<file path="config.mk">
export PLATFORM = sky130hd
export DESIGN_NAME = wspc_top
export DESIGN_NICKNAME = d
export VERILOG_FILES = /design/src/include/wspc_pkg.sv /design/src/design/wspc_index_port.sv /design/src/design/wspc_pin_router.sv /design/src/design/wspc_top.sv
export VERILOG_INCLUDE_DIRS = /design/src /design/src/include
export SDC_FILE = /design/constraint.sdc
export NUM_CORES = 1
export LEC_CHECK = 0
export BUFFER_PORTS_ARGS = -buffer_cell sky130_fd_sc_hd__buf_2
export CORE_UTILIZATION = 40
export DETAILED_ROUTE_END_ITERATION = 7
export PLACE_DENSITY = 0.91
export RECOVER_POWER = 100
export SLEW_MARGIN = 20
export SYNTH_ARGS = -nofsm -noshare
export SYNTH_HDL_FRONTEND = slang
export SYNTH_SLANG_ARGS = --single-unit
</file>
<file path="constraint.sdc">
create_clock -name clk -period 3.1 [get_ports clk]
set_input_delay 0.155 -clock clk [delete_from_list [all_inputs] [get_ports clk]]
set_output_delay 0.155 -clock clk [all_outputs]
set_load 0.03 [all_outputs]
</file>
<file path="src/include/wspc_map.svh">
/*
 Register offsets, field positions, reset values and port offsets of the
 wavetable serial pin control block.
 Assumes the includer wants plain `define constants.
*/
`ifndef WSPC_MAP_SVH
`define WSPC_MAP_SVH

`define WSPC_PORT_INDEX      3'h3
`define WSPC_PORT_DATA       3'h4
`define WSPC_IDX_RSVD4       8'h04
`define WSPC_IDX_PIN_CTRL    8'h08
`define WSPC_BIT_RESET_FORCE 0
`define WSPC_BIT_CLK_DISABLE 1
`define WSPC_BIT_DSP_SWITCH  2
`define WSPC_BIT_WAVE_EN     3
`define WSPC_CTRL_RESET      4'h0
`define WSPC_CTRL_MASK       8'h0f
`define WSPC_IDX_RESET       8'h00
`define WSPC_GCB_DSP_SWITCH  2
`define WSPC_GCB_WAVE_EN     3

`endif

</file>
<file path="src/include/wspc_pkg.sv">
/*
 Types for the wavetable serial pin control block.
 Assumes the map header is included by each design file that needs numbers.
*/
package wspc_pkg;
	typedef logic [7:0] wspc_byte_type;
	typedef logic [3:0] wspc_ctrl_type;
endpackage

</file>
<file path="src/design/wspc_index_port.sv">
`timescale 1ns/1ps
/*
 Index register of the indirect control register pair.
 Assumes host strobes are one-cycle pulses synchronous to clk.
*/
`include "wspc_map.svh"
module wspc_index_port
	import wspc_pkg::*;
(
	input  wire logic          clk,
	input  wire logic          rst_n,
	input  wire logic          wr_stb,
	input  wire wspc_byte_type wdata,
	output wspc_byte_type      index_r
);
	always_ff @(posedge clk)
	begin
		if (!rst_n)
			index_r <= `WSPC_IDX_RESET;
		else if (wr_stb)
			index_r <= wdata;
	end
endmodule // wspc_index_port

</file>
<file path="src/design/wspc_pin_router.sv">
`timescale 1ns/1ps
/*
 Shared peripheral pin routing for DSP and wavetable serial ports.
 Assumes control bits are already registered.
*/
`include "wspc_map.svh"
module wspc_pin_router
	import wspc_pkg::*;
(
	input  wire logic       dsp_port_switch,
	input  wire logic       serial_port_enable,
	input  wire logic       wave_port_enable,
	input  wire logic [3:0] periph_low_out,
	input  wire logic [3:0] periph_low_oe,
	input  wire logic [2:0] periph_high_out,
	input  wire logic [2:0] periph_high_oe,
	input  wire logic [3:0] dsp_low_out,
	input  wire logic [3:0] dsp_low_oe,
	input  wire logic [2:0] wave_high_out,
	input  wire logic [2:0] wave_high_oe,
	output logic      [3:0] shared_pins_low_out,
	output logic      [3:0] shared_pins_low_oe,
	output logic      [2:0] shared_pins_high_out,
	output logic      [2:0] shared_pins_high_oe,
	output logic            dsp_on_joystick
);
	wire logic low_is_dsp;
	assign low_is_dsp      = dsp_port_switch | serial_port_enable;
	assign dsp_on_joystick = ~dsp_port_switch;
	assign shared_pins_low_out  = low_is_dsp ? dsp_low_out : periph_low_out;
	assign shared_pins_low_oe   = low_is_dsp ? dsp_low_oe : periph_low_oe;
	assign shared_pins_high_out = wave_port_enable ? wave_high_out : periph_high_out;
	assign shared_pins_high_oe  = wave_port_enable ? wave_high_oe : periph_high_oe;
endmodule // wspc_pin_router

</file>
<file path="src/design/wspc_top.sv">
`timescale 1ns/1ps
/*
 Wavetable serial pin control: indirect register pair, control bits,
 pin routing, synth reset/clock gating, data bus drive suppression.
 Assumes host strobes are one-cycle pulses synchronous to clk, and a
 configuration loader pulses cfg_load once with the global byte.
*/
// Operation
// - Index written at base plus three, data reached at base plus four.
// - Clock disable bit holds synth master clock low.
// - DSP switch moves DSP serial port from joystick to low shared pins.
// - Codec serial port enable converts low shared pins to DSP pins.
// - DSP switch stops data bus drive on peripheral-port accesses.
// - DSP switch also set from global configuration byte.
// - Wave enable converts high shared pins to wavetable serial pins.
// - Wave enable stops data bus drive on peripheral-port accesses.
// - Wave enable also set from global configuration byte.
// - Wave enable remaps codec volume registers to wave volume.
`include "wspc_map.svh"
module wspc_top
	import wspc_pkg::*;
(
	input  wire logic          clk,
	input  wire logic          rst_n,
	input  wire logic [2:0]    host_addr,
	input  wire logic          host_sel,
	input  wire logic          host_wr,
	input  wire logic          host_rd,
	input  wire wspc_byte_type host_wdata,
	output wspc_byte_type      host_rdata,
	output logic               host_rdata_oe,
	input  wire logic          periph_access,
	output logic               system_data_bus_oe,
	input  wire logic          cfg_load,
	input  wire wspc_byte_type cfg_global_byte,
	input  wire logic          serial_port_enable,
	input  wire logic          synth_mclk_in,
	output logic               synth_mclk_out,
	output logic               synth_reset_out,
	output logic               wave_volume_remap,
	output logic               dsp_on_joystick,
	input  wire logic [3:0]    periph_low_out,
	input  wire logic [3:0]    periph_low_oe,
	input  wire logic [2:0]    periph_high_out,
	input  wire logic [2:0]    periph_high_oe,
	input  wire logic [3:0]    dsp_low_out,
	input  wire logic [3:0]    dsp_low_oe,
	input  wire logic [2:0]    wave_high_out,
	input  wire logic [2:0]    wave_high_oe,
	output logic      [3:0]    shared_pins_low_out,
	output logic      [3:0]    shared_pins_low_oe,
	output logic      [2:0]    shared_pins_high_out,
	output logic      [2:0]    shared_pins_high_oe
);
	wspc_byte_type index_r;
	wspc_ctrl_type ctrl_r;
	wspc_ctrl_type ctrl_nxt;
	wspc_byte_type rdata_r;
	wspc_byte_type rdata_nxt;
	logic          rd_oe_r;
	wire logic     index_wr;
	wire logic     data_wr;
	wire logic     data_rd;
	wire logic     ctrl_sel;
	wire logic     synth_reset_force;
	wire logic     synth_clock_disable;
	wire logic     dsp_port_switch;
	wire logic     wave_port_enable;
	wire logic     pins_repurposed;

	assign index_wr = host_sel & host_wr & (host_addr == `WSPC_PORT_INDEX);
	assign data_wr  = host_sel & host_wr & (host_addr == `WSPC_PORT_DATA);
	assign data_rd  = host_sel & host_rd & (host_addr == `WSPC_PORT_DATA);
	assign ctrl_sel = (index_r == `WSPC_IDX_PIN_CTRL);

	wspc_index_port u_index
	(
		.clk     (clk),
		.rst_n   (rst_n),
		.wr_stb  (index_wr),
		.wdata   (host_wdata),
		.index_r (index_r)
	);

	assign synth_reset_force   = ctrl_r[`WSPC_BIT_RESET_FORCE];
	assign synth_clock_disable = ctrl_r[`WSPC_BIT_CLK_DISABLE];
	assign dsp_port_switch     = ctrl_r[`WSPC_BIT_DSP_SWITCH];
	assign wave_port_enable    = ctrl_r[`WSPC_BIT_WAVE_EN];

	// Config load ORs in; its set bits win over a host write in the same cycle
	always_comb
	begin
		ctrl_nxt = ctrl_r;
		if (data_wr && ctrl_sel)
			ctrl_nxt = host_wdata[3:0];
		if (cfg_load)
		begin
			ctrl_nxt[`WSPC_BIT_DSP_SWITCH] = ctrl_nxt[`WSPC_BIT_DSP_SWITCH] | cfg_global_byte[`WSPC_GCB_DSP_SWITCH];
			ctrl_nxt[`WSPC_BIT_WAVE_EN] = ctrl_nxt[`WSPC_BIT_WAVE_EN] | cfg_global_byte[`WSPC_GCB_WAVE_EN];
		end
	end

	always_ff @(posedge clk)
	begin
		if (!rst_n)
			ctrl_r <= `WSPC_CTRL_RESET;
		else
			ctrl_r <= ctrl_nxt;
	end

	// Reserved and unused indices read zero
	assign rdata_nxt = ctrl_sel ? {4'h0, ctrl_r} : 8'h00;

	always_ff @(posedge clk)
	begin
		if (!rst_n)
		begin
			rdata_r <= 8'h00;
			rd_oe_r <= 1'b0;
		end
		else
		begin
			rdata_r <= data_rd ? rdata_nxt : rdata_r;
			rd_oe_r <= data_rd;
		end
	end
	assign host_rdata    = rdata_r;
	assign host_rdata_oe = rd_oe_r;

	assign synth_reset_out = ~synth_reset_force;
	assign synth_mclk_out  = synth_mclk_in & ~synth_clock_disable;

	assign pins_repurposed    = dsp_port_switch | wave_port_enable;
	assign system_data_bus_oe = periph_access & ~pins_repurposed;

	assign wave_volume_remap = wave_port_enable;

	wspc_pin_router u_router
	(
		.dsp_port_switch      (dsp_port_switch),
		.serial_port_enable   (serial_port_enable),
		.wave_port_enable     (wave_port_enable),
		.periph_low_out       (periph_low_out),
		.periph_low_oe        (periph_low_oe),
		.periph_high_out      (periph_high_out),
		.periph_high_oe       (periph_high_oe),
		.dsp_low_out          (dsp_low_out),
		.dsp_low_oe           (dsp_low_oe),
		.wave_high_out        (wave_high_out),
		.wave_high_oe         (wave_high_oe),
		.shared_pins_low_out  (shared_pins_low_out),
		.shared_pins_low_oe   (shared_pins_low_oe),
		.shared_pins_high_out (shared_pins_high_out),
		.shared_pins_high_oe  (shared_pins_high_oe),
		.dsp_on_joystick      (dsp_on_joystick)
	);
endmodule // wspc_top

</file>
Word-level counts from Yosys, hierarchy flattened:

Index checks and enable logic that the tools add are counted.

* flip-flop bits (word level): 21
* input port bits: 56
* word-level logic and storage cells: 31

* eq/ne operators: 3
* mux-type cells: 7
* bitwise operators: 15
* reduce and logical (&&, ||, !) cells: 1

Operators with widths (count)
* 2-to-1 mux 4 bit: 4
* == test 8 x 4 -> 1 bit (second input constant): 1
* AND 1 bit: 7
* 2-to-1 mux 3 bit: 2
* inverter 1 bit: 4
* OR 1 bit: 4
* == test 3 x 2 -> 1 bit (second input constant): 1
* == test 3 bit (second input constant): 1
* 2-to-1 mux 2 bit: 1
* logical AND 1 bit: 1

Longest topological paths before layout:

Gate-level depths: netlist of the first run.

* depth in word-level cells: 6
* mapped depth: 4
* gate-level depth less buffers: 3

Hierarchy:

A second synthesis of the first run with hierarchy kept.

* cells, all modules: 92
* area, all modules: 955.9 µm²

By module, submodules not included
* wspc_top: instances 1, cells an instance 50, area each 476.7 µm², sequential area each 180.2 µm²
* wspc_index_port: instances 1, cells an instance 25, area each 301.5 µm², sequential area each 160.2 µm²
* wspc_pin_router: instances 1, cells an instance 17, area each 177.7 µm², sequential area each 0.0 µm²

Worst setup path after synthesis of the first run:

OpenSTA, ideal clock, no wires.

* path kind: flip-flop to output port
* start point: register ctrl_r[3]
* end point: output port system_data_bus_oe
* data arrival time: 1.392 ns
* required time: 2.945 ns
* path slack: 1.553 ns
* cell stages (with the launch flop): 3
* buffers on the path: 1
* path through: dfxtp_1 -> clkbuf_1 -> nor3b_1

* word-level cells in the longest chain between the ends: 3

RTL lines
* start: declaration: RTL line wspc_top.sv:56 `wspc_ctrl_type ctrl_r;`
* start signal: assignment: RTL line wspc_top.sv:106 `` ctrl_r <= `WSPC_CTRL_RESET; ``
* start signal: assignment: RTL line wspc_top.sv:108 `ctrl_r <= ctrl_nxt;`
* OR 1 bit: RTL line wspc_top.sv:133 `assign pins_repurposed = dsp_port_switch | wave_port_enable;`
* inverter 1 bit: RTL line wspc_top.sv:134 `assign system_data_bus_oe = periph_access & ~pins_repurposed;`
* AND 1 bit: RTL line wspc_top.sv:134
* end: declaration: RTL line wspc_top.sv:33 `output logic system_data_bus_oe,`

Every way passes these cells.

Final worst setup path of the first run:

* start point: register ctrl_r[2]
* end point: output port shared_pins_low_out[3]

* word-level cells in the longest chain between the ends: 2

RTL lines
* OR 1 bit: RTL line wspc_pin_router.sv:28 `assign low_is_dsp = dsp_port_switch | serial_port_enable;`
* 2-to-1 mux 4 bit: RTL line wspc_pin_router.sv:30 `assign shared_pins_low_out = low_is_dsp ? dsp_low_out : periph_low_out;`
* end: declaration: RTL line wspc_top.sv:50 `output logic [3:0] shared_pins_low_out,`

Every way passes these cells.

==> results.md, run 1 <==
Synthesis:
- The proportion of netlist area held by the largest area contributor is 35.3%.
- Summing every instance area after synthesis gives 963 sq um.
- Yosys attributes the largest share of cell area to sky130_fd_sc_hd__dfxtp_1, sky130_fd_sc_hd__mux2_2, sky130_fd_sc_hd__a21oi_1, sky130_fd_sc_hd__nand3b_1, sky130_fd_sc_hd__a32o_1.
- The fraction of registers with async set/reset is 0%.
- The number of unique standard cell types used by synthesis is 29.
- The most common flop cell mapped by yosys is sky130_fd_sc_hd__dfxtp_1.
- The top cell type by total area after synthesis is sky130_fd_sc_hd__dfxtp_1.
- After synthesis the netlist holds a flip-flop and latch count of 17.
- Counting every instance in the synthesized netlist gives 102.
- For this run, the number of Yosys warnings is 0.
- The number of enable flip-flop cells after synthesis is 0.
- The fraction of the yosys area taken by sequential cells is 35.3%.
- The mean instance size in the synthesized netlist is 9.45 sq um.

Global route:
- The first global-routing pass estimated 3.86 mm of wire.
- The number of global-route vias before repair is 949.
- Entering global routing, the biggest net connects 18 pins.
- The initial antenna violation count is 0.
- The leftover overflow at the end of global routing is 0.
- The total routing resource utilization after global routing is 19.9%.

Worst setup path:
- The startpoint kind of the worst setup timing path is a flip-flop.
- Measured in cells, the most critical reg-to-reg path has a length of 3.
- The arrival time of data at the critical path endpoint is 1.80 ns.
- The biggest fanout along the worst timing path is 8.
- The critical path capture point type is a primary output.
- The required time at the endpoint of the critical path is 2.94 ns.
- The path type of the worst setup path is flip-flop to primary output.

Final layout:
- The top cell types in the final layout, fill and taps aside, are sky130_fd_sc_hd__buf_2, sky130_fd_sc_hd__clkbuf_1, sky130_fd_sc_hd__dfxtp_1.
- The fraction of the core area covered by cells at the end of the flow is 57.5%.
- The signed area change from the synthesized netlist to the final layout is 33.4%.
- The count of filler cells inserted in the layout is 233.
- The final layout net count is 229.
- The fraction of layout instances using a drive strength above 1 is 39.5%.
- The number of antenna diodes is 0.
- The leading cell type in the layout, fill and taps excluded is sky130_fd_sc_hd__buf_2.

Die:
- After floorplanning, the core was sized to cover 0.00223 sq mm.
- The die is 51.1 microns wide.
- The floorplan step defined a die boundary enclosing 0.00261 sq mm.
- Once the floorplan was initialized, standard cells occupied 43.1% of the core.
- The number of cell rows is 17.
- The die is 51.1 microns tall.
- The I/O pin count is 84.

CTS:
- The number of gates resized after cts is 0.
- The longest clock path from root to sink contains 2 buffers.
- The post-CTS setup buffer count is 0.
- The number of hold buffers added after cts is 0.
- The maximum level of the CTS H-tree is 1.
- The clock slew seen by the registers of the worst setup and hold paths is 0.10 ns.
- The clock net sink count is 17.
- The clock reaches the later pin of the worst-skew pair after 0.30 ns.
- CTS placed an instance of sky130_fd_sc_hd__clkbuf_4 at the clock tree root.
- TritonCTS built the clock tree.
- Buffers inserted during clock tree synthesis total 3.

Min path:
- The hold path depth is 3.
- The class of the tightest hold or removal check is primary input to flip-flop.

STA:
- The upper clock frequency limit is 511 MHz.
- The final period utilization is 63.1%.
- The final setup violation count is 0.
- Setup repair after global routing left no endpoint under its margin.
- After layout, the minimum clock period comes to 1.96 ns.
- The final hold violation count is 0.
- Setup total negative slack on the finished layout was measured at 0 ns.
- The max-slew headroom at the worst pin is 58.4%.
- The number of pins with negative max-slew slack in the final report is 0.
- The pin slew with the least headroom to its limit is 0.622 ns.
- The final clock skew is 0.00467 ns.

Detailed routing:
- The count of vias placed by the detailed router is 1047.
- The overall routed net length is 2.57 mm.
- The detail-routed net length per standard cell is 12.9 microns.
- The number of vias per cell after detailed routing is 5.24.
- The number of DRC markers after the initial detailed-route iteration is 13.
- The iteration count of the initial detailed-routing pass is 4.
- The remaining routing DRC violations is 0.
- In this run the remaining antenna-violating nets after routing total 0.

Placed design:
- The total half-perimeter wirelength after legalization and detailed placement is 2.09 mm.
- Buffers placed on the I/O ports in this run total 73.
- The routability-driven placement congestion ratio is 0.884.

Job:
- The number of max-cap violations is 0.

Power and ir drop:
- The maximum vdd drop is 0.261 mV.
- The sum of internal, switching and leakage power is 0.486 mW.
- The power density over cell area is 379 mW/mm^2.
- For this design the static power due to leakage is 0.542 nW.

Status:
- The run finished with clean final reports.
==> power by group <==
part	switching, mW	total [mW]	internal (mW)	leakage, nW
sequential	0.00477	0.226	0.222	0.138
clock	0.0746	0.123	0.0481	0.0177
combinational	0.0848	0.137	0.0526	0.387
==> synthesized netlist by cell type, types with 2 or more instances <==
library cell and count:
sky130_fd_sc_hd__a32o_1 4, sky130_fd_sc_hd__a21oi_1 12, sky130_fd_sc_hd__o21ai_0 8, sky130_fd_sc_hd__clkbuf_1 3, sky130_fd_sc_hd__mux2_2 14, sky130_fd_sc_hd__mux2i_1 2
sky130_fd_sc_hd__mux2_4 2, sky130_fd_sc_hd__nor2_1 4, sky130_fd_sc_hd__and4_1 2, sky130_fd_sc_hd__inv_1 2, sky130_fd_sc_hd__dfxtp_1 17, sky130_fd_sc_hd__nand2_1 5
sky130_fd_sc_hd__buf_4 4, sky130_fd_sc_hd__nand3b_1 8
==> final timing paths <==
kind                 startpoint                     end  slack, ns
max                   ctrl_r[2]  shared_pins_low_out[3]       1.14
max reg2reg  u_index.index_r[4]               ctrl_r[2]       1.51
min               host_wdata[0]               ctrl_r[0]       0.11
min reg2reg           ctrl_r[0]               ctrl_r[0]       0.48
==> metal layers <==
| layer | part of all wire, % | up-vias | track usage, % | wire [microns] |
|---|---|---|---|---|
| li1 | - | 509 | - | - |
| met4 | 1.3 | 0 | 6.94 | 33 |
| met5 | 0 | - | 0 | 0 |
| met1 | 36 | 475 | 19.6 | 937 |
| met3 | 11 | 5 | 5.36 | 272 |
| met2 | 52 | 58 | 39.0 | 1330 |
==> through the flow <==
stage          worst slack, ns  std cells  hold slack, ns  instance area (sq um)
2_1_floorplan             1.55        105           0.297                    975
3_3_place_gp              1.69        196           0.423                   1310
3_5_place_dp              1.63        196           0.431                   1310
4_1_cts                   1.33        200           0.111                   1340
5_1_grt                   1.05        200           0.113                   1280
6_report                  1.14        200           0.109                   1280
==> cell families after synthesis <==
| kind of cell | count (synthesis) | synth area share (%) |
|---|---|---|
| buf+inv | 13 | 8.05 |
| simple gates | 28 | 19.5 |
| compound gates | 25 | 15.2 |
| other cells | 1 | 0.389 |
| flops | 17 | 35.3 |
| mux | 18 | 21.6 |
==> final cells by class <==
cell class | count | area [sq um] | area share [%]
clock buffer | 3 | 22.5 | 1.75
clock inverter | 1 | 5.00 | 0.389
inverter | 3 | 11.3 | 0.876
multi-input combinational | 75 | 536 | 41.7
sequential | 17 | 340 | 26.5
tap | 28 | 35.0 | 2.73
timing repair buffer | 73 | 335 | 26.1
==> state kept, by name, summed over array words and instances, names as in the netlist <==
signal / count
ctrl_r: 4
host_rdata: 4
u_index.index_r: 8
host_rdata_oe: 1
==> critical path: stages (launching register included) <==
cell and delay, ns:
sky130_fd_sc_hd__dfxtp_1 0.37, sky130_fd_sc_hd__nor2_1 0.52, sky130_fd_sc_hd__mux2_2 0.41, sky130_fd_sc_hd__clkbuf_1 0.21
(Power assumes the default switching activity.)
==> run 2: changes to the inputs <==
--- a/config.mk
+++ b/config.mk
@@ -7,9 +7,9 @@
 export NUM_CORES = 1
 export LEC_CHECK = 0
 export BUFFER_PORTS_ARGS = -buffer_cell sky130_fd_sc_hd__buf_2
-export CORE_UTILIZATION = 40
+export CORE_UTILIZATION = 37
 export DETAILED_ROUTE_END_ITERATION = 7
-export PLACE_DENSITY = 0.91
+export PLACE_DENSITY = 0.86
 export RECOVER_POWER = 100
 export SLEW_MARGIN = 20
 export SYNTH_ARGS = -nofsm -noshare
==> constraint.sdc (replaced) <==
create_clock -name clk -period 1.93 [get_ports clk]
set_input_delay 0.0965 -clock clk [delete_from_list [all_inputs] [get_ports clk]]
set_output_delay 0.0965 -clock clk [all_outputs]
set_load 0.03 [all_outputs]
==> results.md, run 2 (same netlist as run 1, synthesis figures left out) <==
Status:
- The run finished with clean final reports.

CTS:
- The maximum level of the CTS H-tree is 1.
- In this run, post-CTS repair resized a total of 0 instances.
- In this run the post-CTS setup repair buffer count came out at 0.
- The clock slew seen by the registers of the worst setup and hold paths is 0.09 ns.
- The clock net sink count is 17.
- TritonCTS created 3 clock buffers.
- No sink is reached through more buffers than the 2 on the longest clock path.
- The clock latency reported for the late side of the worst-skew pair is 0.29 ns.
- TritonCTS built the clock tree.
- The root buffer cell is sky130_fd_sc_hd__clkbuf_4.
- In this run, post-CTS hold repair placed 0 buffers.

Placed design:
- The number of I/O port buffers is 73.
- The instance area after placement is 0.00131 sq mm.
- Summed over all nets, the half-perimeter wirelength after detailed placement is 1.95 mm.
- At the end of routability-driven placement, the weighted congestion stood at 0.771.
- In this run, placement finished with an instance count of 198.

Detailed routing:
- The routed layout has 1012 vias.
- After detailed routing, the average wire length per cell comes to 11.7 microns.
- In the routed layout, each cell is associated on average with a via count of 5.01.
- After detailed routing, the number of remaining DRC violations is 0.
- The final layout contains routed wiring with a total length of 2.36 mm.
- The iteration count of the initial detailed-routing pass is 4.
- Once detail routing completed, the nets flagged for antenna violations numbered 0.
- The number of DRC markers after the initial detailed-route iteration is 18.

Die:
- Once the floorplan was initialized, standard cells occupied 38.9% of the core.
- The floorplan has 18 rows.
- The area of the core region is 0.00248 sq mm.
- The die boundary height is 53.0 microns.
- The floorplan step defined a die boundary enclosing 0.00281 sq mm.
- In this run the horizontal extent of the chip is 53.0 microns.
- During I/O placement, the number of pins put on the boundary was 84.

Final layout:
- The filler-free cell count of the finished design is 202.
- The finished cells cover 0.00130 sq mm.
- The signed area change from the synthesized netlist to the final layout is 34.5%.
- The final layout net count is 229.
- u_index.index_r holds more flip-flops than any other register.
- The register with the most flip-flops in the layout has 8 of them.
- The post-route netlist has 40.7% of its cells at a drive strength greater than 1.
- 0 antenna diodes ended up in the layout.
- Leaving out fill and tap cells, the most frequent cells in the layout are sky130_fd_sc_hd__buf_2, sky130_fd_sc_hd__clkbuf_1, sky130_fd_sc_hd__dfxtp_1.
- Leaving out fill and tap cells, the most frequent cell in the layout is sky130_fd_sc_hd__buf_2.

Job:
- The number of max-cap violations is 0.

Global route:
- Global routing used 17.8% of the available tracks across all layers.
- The initial antenna violation count is 0.
- The pin count of the biggest net entering global routing is 18.
- The number of global-route vias before repair is 849.
- The global-route wire length before repair is 3.53 mm.
- After global routing the overflow that remains totals 0.

Worst setup path:
- The startpoint kind of the worst setup timing path is a flip-flop.
- In this run the critical register-to-register path is launched from u_index.index_r[0].
- The path type of the worst setup path is flip-flop to primary output.
- The reg2reg setup slack is 0.47 ns.
- The critical path capture point type is a primary output.
- In this run the worst path has a maximum fanout of 8.
- The required time at the endpoint of the critical path is 1.83 ns.
- The worst register-to-register path has a depth of 3.
- Data on the critical path arrives at its endpoint at 1.59 ns.
- The worst register-to-register path ends at ctrl_r[3].

Power and ir drop:
- VDD sags by at most 0.444 mV.
- For this design the ratio of total power to cell area is 590 mW/mm^2.
- The sum of internal, switching and leakage power is 0.765 mW.
- The leakage power of the design is 0.545 nW.

STA:
- Setup violations remaining at the end of the flow were counted as 0.
- The final period utilization is 87.3%.
- Summed over all failing endpoints, the final setup total negative slack is 0 ns.
- The final hold violation count is 0.
- The upper clock frequency limit is 593 MHz.
- The worst hold-check slack is 0.0601 ns.
- The final clock skew is 0.00632 ns.
- Counting I/O delays and the setup requirement, the final critical path takes 1.69 ns.
- Setup repair after global routing left no endpoint under its margin.
- The number of pins with negative max-slew slack in the final report came to 0.

Min path:
- The class of the tightest hold or removal check is primary input to flip-flop.
- The worst hold path was traced through 3 stages.
- The worst hold endpoint is u_index.index_r[7].
- The launch point of the worst hold path is host_wdata[7].
==> run 2: cell types whose count changed in the layout (fill, tap and decap cells not counted), sizes merged <==
| cell | delta |
|---|---|
| clkinv | -1 |
| clkbuf | +1 |
==> run 2: worst max-delay path, cell delays in order, from the launching register on <==
cell                      delay [ns]
sky130_fd_sc_hd__dfxtp_1        0.37
sky130_fd_sc_hd__nor2_2         0.34
sky130_fd_sc_hd__mux2_2         0.39
sky130_fd_sc_hd__buf_1          0.21
==> run 2: layer usage <==
layer | share of wire (%) | track usage [%] | wire [microns]
met1 | 38 | 16.6 | 894
met2 | 51 | 35.4 | 1210
met3 | 10 | 5.17 | 236
met4 | 0.81 | 6.58 | 19
met5 | 0 | 0 | 0
==> run 2: how the worst max path moves through the flow <==
stage                                       end                from  slack (ns)  cells past startpoint
after floorplan              system_data_bus_oe           ctrl_r[3]        0.44                      2
after global placement                ctrl_r[2]  u_index.index_r[4]        0.52                      3
after detailed placement              ctrl_r[3]  u_index.index_r[0]        0.48                      3
after CTS                 shared_pins_low_oe[0]           ctrl_r[2]        0.25                      3
after global routing      shared_pins_low_oe[0]           ctrl_r[2]        0.14                      3
final                     shared_pins_low_oe[0]           ctrl_r[2]        0.24                      3
==> run 2: report_power, final <==
group / switching (mW) / internal (mW)
Clock: 0.101 / 0.0804
Sequential: 0.00755 / 0.356
Combinational: 0.136 / 0.0853
==> run 2: layout make-up <==
class                   count  area (sq um)
inverters                   3          11.3
repair buffers             73           337
flip-flops and latches     17           340
clock buffers               4          26.3
well taps                  30          37.5
multi-input cells          75           544
fillers                   271          1180
==> run 2: per-stage QoR <==
stage,setup slack (ns),utilization [%]
4_1_cts,0.246,54.0
3_3_place_gp,0.515,52.9
5_1_grt,0.137,52.3
2_1_floorplan,0.442,-
3_5_place_dp,0.483,52.9
6_report,0.244,52.3
==> run 3: changes to the inputs <==
--- a/config.mk
+++ b/config.mk
@@ -7,9 +7,9 @@
 export NUM_CORES = 1
 export LEC_CHECK = 0
 export BUFFER_PORTS_ARGS = -buffer_cell sky130_fd_sc_hd__buf_2
-export CORE_UTILIZATION = 37
+export CORE_UTILIZATION = 40
 export DETAILED_ROUTE_END_ITERATION = 7
-export PLACE_DENSITY = 0.86
+export PLACE_DENSITY = 0.93
 export RECOVER_POWER = 100
 export SLEW_MARGIN = 20
 export SYNTH_ARGS = -nofsm -noshare
==> constraint.sdc (replaced) <==
create_clock -name clk -period 2 [get_ports clk]
set_input_delay 0.1 -clock clk [delete_from_list [all_inputs] [get_ports clk]]
set_output_delay 0.1 -clock clk [all_outputs]
set_load 0.03 [all_outputs]
==> results.md, run 3 (same netlist as run 1, synthesis figures left out) <==
Final layout:
- From synthesis to final layout, the design area changed by 33.5%.
- The final layout net count is 229.
- The number of flip-flops in the largest register is 8.
- The fraction of the core area covered by cells at the end of the flow is 57.6%.
- The register bank with the most flops is u_index.index_r.
- The library cell used most frequently in the layout, excluding fill and tap cells, is sky130_fd_sc_hd__buf_2.
- Fill cells in the final layout number 242.
- The fraction of layout instances using a drive strength above 1 is 39.5%.
- The final design instance area without fill is 0.00129 sq mm.
- 0 antenna diodes ended up in the layout.
- Leaving out fill and tap cells, the most frequent cells in the layout are sky130_fd_sc_hd__buf_2, sky130_fd_sc_hd__clkbuf_1, sky130_fd_sc_hd__dfxtp_1.

Min path:
- The hold path depth is 3.
- The startpoint identified for the worst hold timing path is host_wdata[5].
- The path class of the tightest hold or removal check is primary input to flip-flop.

Die:
- The I/O pin count is 84.
- The number of cell rows is 17.
- The area of the die is 0.00261 sq mm.
- Once the floorplan was initialized, standard cells occupied 43.1% of the core.
- The horizontal extent of the die is 51.1 microns.
- The core region is 0.00223 sq mm.
- Measured along the y axis, the die boundary spans 51.1 microns.

STA:
- The max-slew headroom at the worst pin is 67.4%.
- The pin slew with the least headroom to its limit is 0.483 ns.
- Setup violations remaining at the end of the flow were counted as 0.
- Setup repair after global routing left no endpoint under its margin.
- For this run, the top clock speed supported by timing is 584 MHz.
- The final clock skew is 0.00503 ns.
- After routing, the total negative slack on setup checks comes to 0 ns.
- The number of pins with negative max-slew slack in the final report was 0.
- The final critical-path required period is 1.71 ns.
- The worst path uses 85.6% of the clock period.
- The final hold violation count is 0.

Power and ir drop:
- Summed over all cells, the static leakage comes to 0.540 nW.
- In this run the power density over the cells is 577 mW/mm^2.
- The completed layout was analyzed and its total power is 0.743 mW.
- The maximum vdd drop is 0.503 mV.

Detailed routing:
- The pre-antenna-repair detailed-routing pass consisted of 4 iterations.
- The remaining routing DRC violations is 0.
- In the final routed layout, each cell accounts on average for 12.3 microns.
- For this block, the via count after detailed routing is 1025.
- After detailed routing, the number of vias per cell comes to 5.13.
- In this run the remaining antenna-violating nets after routing total 0.
- The number of DRC markers after the initial detailed-route iteration is 14.
- The overall routed net length is 2.46 mm.

Worst setup path:
- The maximum cell stage delay along the critical path is 0.39 ns.
- STA classifies the critical path endpoint as a primary output.
- The signal on the critical path passes through nor2_2 -> mux2_2 -> clkbuf_1.
- The biggest fanout along the worst timing path is 8.
- STA puts the critical path data arrival time at 1.61 ns.
- The path type of the worst setup path is flip-flop to primary output.
- The beginning of the worst register-to-register path is u_index.index_r[4].
- Among all stages on the critical path, the largest delay is contributed by sky130_fd_sc_hd__mux2_2.
- The required time at the endpoint of the critical path is 1.90 ns.
- The number of cells on the worst reg-to-reg path is 3.
- Tracing the worst setup path back leads to its startpoint at ctrl_r[2].
- The startpoint kind of the worst setup timing path is a flip-flop.

CTS:
- Buffers inserted during clock tree synthesis total 3.
- The root buffer cell is sky130_fd_sc_hd__clkbuf_4.
- Clock latency on the worst-skew pair, taken at its later pin, is 0.29 ns.
- Clock-pin slew was measured on the worst setup and hold paths at 0.09 ns.
- The number of hold buffers added after cts is 0.
- The TritonCTS clock tree is built.
- Counting every sink on the clock net gives 17.
- The clock passes through at most 2 buffers.
- The number of gates resized after CTS was 0.
- CTS built an H-tree with a depth of 1.
- Post-CTS timing repair inserted 0 buffers for setup.

Placed design:
- The HPWL after detailed placement is 1.97 mm.
- Input and output buffers added on the ports amount to 73.
- The placed instances occupy a cell area of 0.00131 sq mm.
- The routability-driven placement congestion ratio is 0.777.

Global route:
- Global routing consumed, on the met3 layer, 5.06% of the routing resources.
- In the global route stage, met2 resource usage came out at 38.4%.
- The total routing resource utilization after global routing is 18.7%.
- The initial antenna violation count is 0.
- The first global-routing pass estimated 3.68 mm of wire.
- The leftover overflow at the end of global routing is 0.
- Entering global routing, the biggest net connects 18 pins.
- The number of global-route vias before repair came to 916.
- In the global route stage, met1 resource usage came out at 18.9%.
- After global routing, the most crowded layer is met2.

Job:
- Max-cap violations in this run came to 0.

Status:
- The flow ran to the end, and the final reports show no timing, DRC or antenna violations.
-- run 3: per-layer routing --
layer / routed length, microns / share of wire [%]
met5: 0 / 0
met4: 0 / 0
met3: 215 / 8.7
met2: 1280 / 52
met1: 961 / 39
-- run 3: final cells by class --
type / count / area (sq um) / share of cell area, %
clock buffer: 4 / 26.3 / 2.04
inverter: 3 / 11.3 / 0.875
multi-input combinational: 75 / 538 / 41.8
sequential: 17 / 340 / 26.5
tap: 28 / 35.0 / 2.72
timing repair buffer: 73 / 335 / 26.1
-- run 3: power by group --
part | switching (mW) | internal, mW
registers | 0.00776 | 0.343
clock network | 0.101 | 0.0775
logic | 0.131 | 0.0818
total | 0.240 | 0.503
-- run 3: worst max-delay path: cells and delay by family (launching register included) --
family,cells,cell delay (ns)
AND/OR/NAND/NOR,1,0.35
multiplexers,1,0.39
flip-flops,1,0.38
buffers and inverters,1,0.21
-- run 3: final timing paths --
kind	end	slack, ns
max	shared_pins_low_out[0]	0.29
min	u_index.index_r[5]	0.07
max reg2reg	ctrl_r[3]	0.32
min reg2reg	host_rdata[1]	0.48
-- run 3: metrics by stage --
step	setup WS (ns)	std cells	hold slack, ns
CTS	0.326	200	0.0650
detailed placement	0.521	196	0.374
global route	0.225	200	0.0463
floorplan	0.508	105	0.242
finish	0.288	200	0.0659
global placement	0.592	196	0.369
